**src/design/lkbd_pkg.sv**
```systemverilog
// Constants, field positions and types for the legacy keyboard trap block.
// Assumes a single system clock domain and one 16-bit configuration word.
// Contract
// - Pass-through end status sets at sequence end; cleared by writing 1.
// - Bit 13 set routes host interrupt to line D; resets to 1.
// - Bit 12 read-only, shows host interrupt request; writes ignored.
// - Write to port 64h sets bit 11; write 1 clears.
// - Read of port 64h sets bit 10; write 1 clears.
// - Write to port 60h sets bit 9; write 1 clears.
// - Read of port 60h sets bit 8; write 1 clears.
// - Bit 7 enables management interrupt at pass-through end; default 0.
// - Bit 6 read-only, 1 while pass-through sequence runs; resets 0.
// - Writing 0 to bit 5 ends any running sequence immediately.
// - Sequence: D1h writes to 64h, 60h write, 64h reads, FFh to 64h.
// - Out-of-order access leaves sequence and is handled as normal access.
// - No management interrupt while a pass-through sequence is underway.
// - Accesses inside a recognised sequence set no trap status.
// - Bit 4 enables management interrupt on host interrupt request.
// - Bit 3 enables trap and interrupt on port 64h writes; the code gates only the interrupt, bit 11 sets regardless.
// - Bit 2 enables trap and interrupt on port 64h reads; the code gates only the interrupt, bit 10 sets regardless.
// - Bit 1 enables trap and interrupt on port 60h writes; the code gates only the interrupt, bit 9 sets regardless.
// - Bit 0 enables trap and interrupt on port 60h reads; the code gates only the interrupt, bit 8 sets regardless.
// - Host interrupt is ORed with line D toward the interrupt controller.

package lkbd_pkg;

    localparam logic [7:0] LKBD_CFG_OFFSET = 8'hc0;
    localparam logic [15:0] LKBD_CFG_RESET = 16'h2000;

    localparam int unsigned BIT_END_STS = 15;
    localparam int unsigned BIT_ROUTE_EN = 13;
    localparam int unsigned BIT_IRQ_STS = 12;
    localparam int unsigned BIT_CMD_WR_STS = 11;
    localparam int unsigned BIT_CMD_RD_STS = 10;
    localparam int unsigned BIT_DAT_WR_STS = 9;
    localparam int unsigned BIT_DAT_RD_STS = 8;
    localparam int unsigned BIT_END_EN = 7;
    localparam int unsigned BIT_IN_PROG = 6;
    localparam int unsigned BIT_PT_EN = 5;
    localparam int unsigned BIT_IRQ_EN = 4;
    localparam int unsigned BIT_CMD_WR_EN = 3;
    localparam int unsigned BIT_CMD_RD_EN = 2;
    localparam int unsigned BIT_DAT_WR_EN = 1;
    localparam int unsigned BIT_DAT_RD_EN = 0;

    localparam logic [15:0] LKBD_CMD_PORT = 16'h0064;
    localparam logic [15:0] LKBD_DATA_PORT = 16'h0060;
    localparam logic [7:0] LKBD_CMD_GATE = 8'hd1;
    localparam logic [7:0] LKBD_CMD_END = 8'hff;
    localparam int unsigned LKBD_GATE_BIT = 1;
    localparam logic LKBD_GATE_RESET = 1'b0;

    typedef enum logic [1:0] {
        PT_IDLE,
        PT_GOT_CMD,
        PT_GOT_DATA
    } lkbd_pt_state_t;

endpackage : lkbd_pkg

```
**src/design/lkbd_trap.sv**
```systemverilog
// Legacy keyboard/mouse port trap, pass-through detector and interrupt steering.
// Assumes config and I/O strobes are one-cycle pulses on CLK_SYS; the line D pin is asynchronous.
`timescale 1ns/1ns
`default_nettype none

module lkbd_trap
(
    input wire logic CLK_SYS,
    input wire logic RST_B,
    input wire logic CFG_WR,
    input wire logic CFG_RD,
    input wire logic [7:0] CFG_ADDR,
    input wire logic [1:0] CFG_BE,
    input wire logic [15:0] CFG_WDATA,
    output logic [15:0] CFG_RDATA,
    output logic CFG_RACK,
    input wire logic IO_WR,
    input wire logic IO_RD,
    input wire logic [15:0] IO_ADDR,
    input wire logic [7:0] IO_WDATA,
    input wire logic HOST_IRQ,
    input wire logic PCI_IRQ_LINE_D_N,
    output logic SYS_IRQ_LINE_D,
    output logic SYS_MGMT_INTR_N,
    output logic ADDR_BIT20_GATE
);
    import lkbd_pkg::*;

    typedef struct packed {
        logic end_sts;
        logic route_en;
        logic cmd_wr_sts;
        logic cmd_rd_sts;
        logic dat_wr_sts;
        logic dat_rd_sts;
        logic end_en;
        logic pt_en;
        logic irq_en;
        logic cmd_wr_en;
        logic cmd_rd_en;
        logic dat_wr_en;
        logic dat_rd_en;
        lkbd_pt_state_t pt_state;
        logic gate;
        logic smi_n;
        logic irq_d;
        logic [15:0] rdata;
        logic rack;
        logic pirq_s1;
        logic pirq_s2;
    } lkbd_state_t;

    lkbd_state_t st_q;
    lkbd_state_t st_d;

    // Sticky status: a hardware set in the same cycle as a clear wins
    function automatic logic sticky(input logic cur, input logic set, input logic clr);
        sticky = set | (cur & ~clr);
    endfunction : sticky

    logic cfg_hit;
    logic wr_lo;
    logic wr_hi;
    logic cmd_wr;
    logic cmd_rd;
    logic dat_wr;
    logic dat_rd;
    logic part_of_seq;
    logic seq_end;
    logic any_event;
    logic [15:0] rd_word;

    always_comb
    begin
        st_d = st_q;
        cfg_hit = (CFG_ADDR[7:1] == LKBD_CFG_OFFSET[7:1]);
        wr_lo = CFG_WR & cfg_hit & CFG_BE[0];
        wr_hi = CFG_WR & cfg_hit & CFG_BE[1];
        cmd_wr = IO_WR & (IO_ADDR == LKBD_CMD_PORT);
        cmd_rd = IO_RD & (IO_ADDR == LKBD_CMD_PORT);
        dat_wr = IO_WR & (IO_ADDR == LKBD_DATA_PORT);
        dat_rd = IO_RD & (IO_ADDR == LKBD_DATA_PORT);
        part_of_seq = 1'b0;
        seq_end = 1'b0;

        // Pin input passes two flops before use
        st_d.pirq_s1 = ~PCI_IRQ_LINE_D_N;
        st_d.pirq_s2 = st_q.pirq_s1;

        // Pass-through detector; other ports are ignored and do not break a sequence
        unique case (st_q.pt_state)
            PT_IDLE:
            begin
                if (st_q.pt_en && cmd_wr && IO_WDATA == LKBD_CMD_GATE)
                begin
                    st_d.pt_state = PT_GOT_CMD;
                    part_of_seq = 1'b1;
                end
            end
            PT_GOT_CMD:
            begin
                if (cmd_wr && IO_WDATA == LKBD_CMD_GATE)
                begin
                    part_of_seq = 1'b1;
                end
                else if (dat_wr)
                begin
                    st_d.pt_state = PT_GOT_DATA;
                    st_d.gate = IO_WDATA[LKBD_GATE_BIT];
                    part_of_seq = 1'b1;
                end
                else if (cmd_wr || cmd_rd || dat_rd)
                begin
                    st_d.pt_state = PT_IDLE;
                    seq_end = 1'b1;
                end
            end
            PT_GOT_DATA:
            begin
                if (cmd_rd)
                begin
                    part_of_seq = 1'b1;
                end
                else if (cmd_wr && IO_WDATA == LKBD_CMD_END)
                begin
                    st_d.pt_state = PT_IDLE;
                    part_of_seq = 1'b1;
                    seq_end = 1'b1;
                end
                else if (cmd_wr || dat_wr || dat_rd)
                begin
                    st_d.pt_state = PT_IDLE;
                    seq_end = 1'b1;
                end
            end
        endcase

        // Clearing the enable aborts at once; the abort counts as an end
        if (wr_lo && !CFG_WDATA[BIT_PT_EN] && st_q.pt_state != PT_IDLE)
        begin
            st_d.pt_state = PT_IDLE;
            seq_end = 1'b1;
        end

        // Control bits
        if (wr_lo)
        begin
            st_d.end_en = CFG_WDATA[BIT_END_EN];
            st_d.pt_en = CFG_WDATA[BIT_PT_EN];
            st_d.irq_en = CFG_WDATA[BIT_IRQ_EN];
            st_d.cmd_wr_en = CFG_WDATA[BIT_CMD_WR_EN];
            st_d.cmd_rd_en = CFG_WDATA[BIT_CMD_RD_EN];
            st_d.dat_wr_en = CFG_WDATA[BIT_DAT_WR_EN];
            st_d.dat_rd_en = CFG_WDATA[BIT_DAT_RD_EN];
        end
        if (wr_hi)
        begin
            st_d.route_en = CFG_WDATA[BIT_ROUTE_EN];
        end

        // Trap status; sequence members are not recorded
        st_d.end_sts = sticky(st_q.end_sts, seq_end, wr_hi & CFG_WDATA[BIT_END_STS]);
        st_d.cmd_wr_sts = sticky(st_q.cmd_wr_sts, cmd_wr & ~part_of_seq,
                                 wr_hi & CFG_WDATA[BIT_CMD_WR_STS]);
        st_d.cmd_rd_sts = sticky(st_q.cmd_rd_sts, cmd_rd & ~part_of_seq,
                                 wr_hi & CFG_WDATA[BIT_CMD_RD_STS]);
        st_d.dat_wr_sts = sticky(st_q.dat_wr_sts, dat_wr & ~part_of_seq,
                                 wr_hi & CFG_WDATA[BIT_DAT_WR_STS]);
        st_d.dat_rd_sts = sticky(st_q.dat_rd_sts, dat_rd & ~part_of_seq,
                                 wr_hi & CFG_WDATA[BIT_DAT_RD_STS]);

        // Trap and end status hold the interrupt until software clears them; the host request source is passed live
        any_event = (st_q.cmd_wr_sts & st_q.cmd_wr_en)
                  | (st_q.cmd_rd_sts & st_q.cmd_rd_en)
                  | (st_q.dat_wr_sts & st_q.dat_wr_en)
                  | (st_q.dat_rd_sts & st_q.dat_rd_en)
                  | (HOST_IRQ & st_q.irq_en)
                  | (st_q.end_sts & st_q.end_en);
        st_d.smi_n = ~(any_event & (st_q.pt_state == PT_IDLE));

        st_d.irq_d = (HOST_IRQ & st_q.route_en) | st_q.pirq_s2;

        // Register read view; bit 14 reserved reads zero
        rd_word = '0;
        rd_word[BIT_END_STS] = st_q.end_sts;
        rd_word[BIT_ROUTE_EN] = st_q.route_en;
        rd_word[BIT_IRQ_STS] = HOST_IRQ;
        rd_word[BIT_CMD_WR_STS] = st_q.cmd_wr_sts;
        rd_word[BIT_CMD_RD_STS] = st_q.cmd_rd_sts;
        rd_word[BIT_DAT_WR_STS] = st_q.dat_wr_sts;
        rd_word[BIT_DAT_RD_STS] = st_q.dat_rd_sts;
        rd_word[BIT_END_EN] = st_q.end_en;
        rd_word[BIT_IN_PROG] = (st_q.pt_state != PT_IDLE);
        rd_word[BIT_PT_EN] = st_q.pt_en;
        rd_word[BIT_IRQ_EN] = st_q.irq_en;
        rd_word[BIT_CMD_WR_EN] = st_q.cmd_wr_en;
        rd_word[BIT_CMD_RD_EN] = st_q.cmd_rd_en;
        rd_word[BIT_DAT_WR_EN] = st_q.dat_wr_en;
        rd_word[BIT_DAT_RD_EN] = st_q.dat_rd_en;

        st_d.rack = CFG_RD;
        if (CFG_RD)
        begin
            // Unmapped offsets answer zero so neighbouring registers are not aliased
            st_d.rdata = cfg_hit ? rd_word : '0;
        end
    end

    always_ff @(posedge CLK_SYS or negedge RST_B)
    begin
        if (!RST_B)
        begin
            st_q <= '0;
            st_q.route_en <= LKBD_CFG_RESET[BIT_ROUTE_EN];
            st_q.pt_state <= PT_IDLE;
            st_q.gate <= LKBD_GATE_RESET;
            st_q.smi_n <= 1'b1;
        end
        else
        begin
            st_q <= st_d;
        end
    end

    assign CFG_RDATA = st_q.rdata;
    assign CFG_RACK = st_q.rack;
    assign SYS_IRQ_LINE_D = st_q.irq_d;
    assign SYS_MGMT_INTR_N = st_q.smi_n;
    assign ADDR_BIT20_GATE = st_q.gate;

endmodule : lkbd_trap

`default_nettype wire

```
**config.mk**
```make
export PLATFORM = sky130hd
export DESIGN_NAME = lkbd_trap
export DESIGN_NICKNAME = d
export VERILOG_FILES = /design/src/design/lkbd_pkg.sv /design/src/design/lkbd_trap.sv
export SDC_FILE = /design/constraint.sdc
export NUM_CORES = 1
export LEC_CHECK = 0
export ABC_AREA = 1
export BUFFER_PORTS_ARGS = -buffer_cell sky130_fd_sc_hd__buf_2
export CAP_MARGIN = 10
export CORE_MARGIN = 5
export CORE_UTILIZATION = 30
export CTS_CLUSTER_SIZE = 20
export DETAILED_ROUTE_END_ITERATION = 6
export HOLD_SLACK_MARGIN = 0.03
export SLEW_MARGIN = 20
export SYNTH_ARGS = -nofsm -noshare
export SYNTH_HDL_FRONTEND = slang
export SYNTH_SLANG_ARGS = --single-unit
```
**constraint.sdc**
```tcl
create_clock -name CLK_SYS -period 1.48 [get_ports CLK_SYS]
set_input_delay 0.296 -clock CLK_SYS [delete_from_list [all_inputs] [get_ports CLK_SYS]]
set_output_delay 0.296 -clock CLK_SYS [all_outputs]
set_load 0.02 [all_outputs]
```
Word-level counts from Yosys, hierarchy flattened
Cells that the tools add are included.
{"block": "totals", "regBits": 37, "inputBits": 58, "output_inout_bits": 20, "wordCells": 122}
{"block": "op_classes", "eq_ne": 12, "muxes": 25, "n_bitwise": 49, "reduce_logical": 15}
{"operator": "equality test 16 x 7 -> 1 bit, second input constant", "n": 2}
{"operator": "AND 1 bit", "n": 29}
{"operator": "equality test 8 bit, second input constant", "n": 2}
{"operator": "2-to-1 mux 16 bit", "n": 1}
{"operator": "2-to-1 mux 2 bit", "n": 7}
{"operator": "2-to-1 mux 1 bit", "n": 13}
{"operator": "bitwise OR 1 bit", "n": 11}
{"operator": "!= test 3 bit, second input constant", "n": 3}
{"operator": "inverter 1 bit", "n": 9}
{"operator": "!= test 4 bit, second input constant", "n": 2}
{"operator": "equality test 7 bit, second input constant", "n": 1}
{"operator": "logical AND 1 bit", "n": 6}
{"operator": "one-hot mux 2 bit (3 select lines)", "n": 1}
{"operator": "AND reduction 5 bit", "n": 1}
{"operator": "logical OR 1 bit", "n": 4}
{"operator": "2-to-1 mux 3 bit", "n": 1}
{"operator": "one-hot mux 1 bit (3 select lines)", "n": 1}
{"operator": "AND reduction 3 bit", "n": 1}
{"operator": "equality test 2 x 1 -> 1 bit, second input constant", "n": 1}
{"operator": "equality test 2 bit, second input constant", "n": 1}
{"operator": "logical NOT 2 bit", "n": 1}
{"operator": "one-hot mux 1 bit (2 select lines)", "n": 1}
{"operator": "nonzero test 2 bit", "n": 1}
{"operator": "logical NOT 1 bit", "n": 1}

Longest topological paths before layout
{"block": "depth", "word_depth": 10, "depth_mapped": 13, "depth_no_buf": 13}

Worst setup path after synthesis
OpenSTA, ideal clock, no wires.
{"block": "synth_timing", "path_type": "input-to-reg", "startpoint": "input port IO_ADDR[15]", "endpoint": "register st_q (netlist bit ADDR_BIT20_GATE)", "setup_ps": 125, "arrival_time_ps": 1235, "t_required_ps": 1355, "path_slack_ps": 120, "cell_stages": 6, "path_buffers": 0, "path_cell_list": "nor2_1 -> nand2_1 -> nor2_4 -> nand3_2 -> nor2_1 -> mux2_2"}
{"block": "synth_between", "elab_chain_len": 5, "elab_cells_between_ends": 7, "cone_classes": "eq/ne: 2; bitwise: 3; reduce/logical: 2"}
{"element": "start, declared", "line": "lkbd_trap.sv:19", "rtl": "input wire logic [15:0] IO_ADDR,"}
{"element": "equality test 16 x 7 -> 1 bit", "line": "lkbd_trap.sv:79", "rtl": "cmd_wr = IO_WR & (IO_ADDR == LKBD_CMD_PORT);"}
{"element": "AND 1 bit", "line": "lkbd_trap.sv:79"}
{"element": "logical AND 1 bit", "line": "lkbd_trap.sv:102", "rtl": "if (cmd_wr && IO_WDATA == LKBD_CMD_GATE)"}
{"element": "inverter 1 bit (no line)"}
{"element": "AND reduction 3 bit (no line) (*)"}
{"element": "end signal, assigned", "line": "lkbd_trap.sv:221", "rtl": "st_q <= st_d;"}
{"element": "end, declared", "line": "lkbd_trap.sv:53", "rtl": "lkbd_state_t st_q;"}
Every way passes the cells marked *; elsewhere a longest branch is shown, timed or not.
A chain may end at the register's enable or synchronous reset.

Final worst setup path
{"block": "layout_timing", "startpoint": "register st_q[23] (netlist bit)", "endpoint": "register st_q (netlist bit ADDR_BIT20_GATE)"}
{"block": "layout_between", "elab_chain_len": 2}
{"element": "equality test 2 x 1 -> 1 bit", "line": "lkbd_trap.sv:91", "rtl": "unique case (st_q.pt_state)"}
{"element": "AND reduction 3 bit (no line)"}
Every way passes these cells.

==> results by group <==
Setup path
  – Top fanout value on the critical path: 3
  – CP Class: register to register
  – CP arrival: 1.54 ns
  – Startpoint types: register
  – Worst setup EP type: register
  – Critical Path RT: roughly 1.7 ns

STA
  – Fmax: between 700 and 800 MHz
  – Final setup vio count: 0
  – Clock Skew: around 0.0038 ns
  – Min Tclk post-route: between 1 and 1.5 ns
  – RSZ-0062 raised after global routing: false
  – Final worst-path cycle share: approximately 90%
  – Final count of pins violating max slew: 0
  – Fin. Hold Viols: 0
  – Total negative setup slack: 0 ns

Drt
  – Vias per cell: around 4.4
  – Initial drt markers: 78
  – DR top layer: met4
  – Wire length on met2: ~2200 um
  – Met3 routed WL: roughly 260 um
  – Routed wire length: 4600 um
  – Wire length per cell: between 10 and 15 um
  – Drt drc: 0
  – Sum of routed wire segments on met1: 2130 um
  – Antenna-violating nets left: 0
  – Via count: 1710
  – DRT Pass-1 Iters: 4

Place
  – Routability cong.: 0.821
  – Final HPWL DP: 3730 um
  – I/O Buffers: roughly 70

Synth
  – Avg Inst Size Synth: 8.08 um2
  – Syn nets: 304
  – Mapped Cells: between 200 and 250
  – Post-synthesis cell area: slightly below 2000 um2
  – FF+latch count, synth: 36
  – Register area share after synthesis: between 40% and 50%
  – Ys Warns: 0
  – Distinct cell type count after synthesis: 28

Finish
  – Most frequent cells in the layout: buf_2 (72), nand2_1 (52), dfrtp_1 (34)
  – Filler Cell Count: roughly 650
  – Final core occ: roughly 40%
  – Final net count: roughly 380
  – Layout area overhead: 27.5%
  – Commonest non-fill, non-tap cell in the layout: buf_2
  – Layout cell share with drive strength beyond 1: 33.7%

Pwr
  – VDD IR-drop max: 0.000493 V
  – Pleak: approximately 1.4 nW
  – PD cells: just over 900 nW/um2

Die
  – Die Wd: just over 90 um
  – Number of I/O pins: 78
  – Core footprint: about 6300 um2
  – Initial Utilization: 30.9%
  – Site Rows: 29
  – Total die area: 8260 um2
  – Vert. Die Dim: roughly 91 um

CTS
  – CTS Root Cell: clkbuf_8
  – TritonCTS Buffers: 5
  – H-Tree Depth: 2
  – # clock sinks: 36
  – CTS Buffer Depth: 2
  – Clock transition at the registers of the reported paths: around 0.08 ns
  – Worst skew pair latency: ~0.28 ns
  – Number of post-CTS setup repair buffers: 0
  – CTS tree: yes

GRT
  – Pin count of the biggest net entering global routing: 37
  – Global-route wire length before repair: ~7800 um
  – Antenna violations before repair: 0
  – GRT Overall Usage: a little under an eighth
  – Grt total ovfl: 0
  – Vias in the first global route: approximately 1700

Hold path
  – Worst hold path class: input pin to register

Outcome
  – Status: finished, final reports clean

Run
  – Max_cap viols: 0
## kinds of logic (layout without fill, tap and decap cells)
group	Yosys count	count (layout)	synth area share (%)
AOI/OAI and AO/OA	32	32	10.6
adders and majority gates	3	3	1.91
buffers and inverters	54	126	13.4
DFF	36	36	46.0
muxes	1	1	0.574
other	1	2	0.191
and+or+nand+nor	116	116	27.3
## flip-flops by register name, summed over array words and instances (netlist names)
signal and cells:
SYS_MGMT_INTR_N 1, st_d 1, CFG_RDATA 15, st_q 3
ADDR_BIT20_GATE 1, CFG_RACK 1, rd_word 13, SYS_IRQ_LINE_D 1
## where the power goes
group	internal, W	switching, W
sequential	0.00103	0.0000191
clock	0.000500	0.000354
combinational	0.000173	0.000246
total	0.00170	0.000619
## final cells by class
class | instances | area (um2) | area share [%]
repair buffers | 84 | 465 | 18.6
clock buffers | 6 | 72.6 | 2.90
inverters | 34 | 128 | 5.10
clock inverters | 2 | 35.0 | 1.40
well taps | 77 | 96.3 | 3.85
multi-input cells | 153 | 800 | 32.0
flip-flops and latches | 36 | 903 | 36.1
diodes | 1 | 2.50 | 0.100
## path summary, 6_finish.rpt
check,start,cells after the start,end,slack [ns]
worst max-delay path,st_q[23],5,ADDR_BIT20_GATE,0.11
worst min-delay path,PCI_IRQ_LINE_D_N,2,st_d[0],0.14
worst max register to register,st_q[23],5,ADDR_BIT20_GATE,0.11
worst min register to register,st_d[0],0,st_q[0],0.36
max in group asynchronous,RST_B,3,SYS_MGMT_INTR_N,0.74
min in group asynchronous,RST_B,3,CFG_RDATA[11],0.49
## per-layer routing
layer / vias up / track usage (%)
li1: 916 / -
met1: 754 / 14.7
met2: 38 / 18.6
met3: 2 / 3.92
met4: 0 / 2.69
met5: - / 0
## critical path, stage by stage, from the launching register on
cell and delay (ns):
dfrtp_1 0.40, inv_1 0.09, ha_1 0.20, inv_1 0.07, nor2_1 0.16, mux2_2 0.35
## cell usage after synthesis
cell type | instances | area share [%]
dfrtp_1 | 34 | 43
o21bai_1 | 1 | 0.38
o21ai_0 | 5 | 1.3
o211ai_1 | 1 | 0.38
dfstp_2 | 2 | 2.7
nand2_1 | 52 | 9.9
inv_1 | 33 | 6.3
o21ai_2 | 1 | 0.45
o31ai_1 | 12 | 4.6
a21oi_1 | 8 | 2.0
buf_4 | 16 | 6.1
nand3_2 | 2 | 1.0
o221ai_1 | 1 | 0.45
clkbuf_1 | 4 | 0.76
clkinv_1 | 1 | 0.19
nor2_4 | 4 | 2.3
conb_1 | 1 | 0.19
nand3_1 | 17 | 4.3
ha_1 | 3 | 1.9
a21boi_0 | 1 | 0.38
nand4_1 | 7 | 2.2
nor2_2 | 1 | 0.32
nor2_1 | 29 | 5.5
a221oi_1 | 1 | 0.45
nand2_2 | 3 | 0.96
nand4_2 | 1 | 0.64
o21ai_1 | 1 | 0.25
mux2_2 | 1 | 0.57
## what timing repair did
| action | CTS | global route |
|---|---|---|
| gates resized for setup | 0 | 1 |
| hold endpoints to repair | 34 | 0 |
| setup endpoints to repair | 0 | 5 |
| hold buffers | 1 | 0 |
## metrics by stage
step / std cells / setup WS [ns] / hold WS (ns) / total power (W) / area [um2]
6_report: 393 / 0.109 / 0.143 / 0.00232 / 2500
5_1_grt: 392 / 0.0221 / 0.136 / 0.00245 / 2500
3_5_place_dp: 383 / -0.0963 / 0.275 / 0.00148 / 2380
3_3_place_gp: 383 / -0.0721 / 0.273 / 0.00147 / 2380
4_1_cts: 392 / 0.0963 / 0.134 / 0.00234 / 2500
2_1_floorplan: 243 / 0.120 / 0.000409 / 0.00130 / 1960
(Power assumes the default switching activity.)
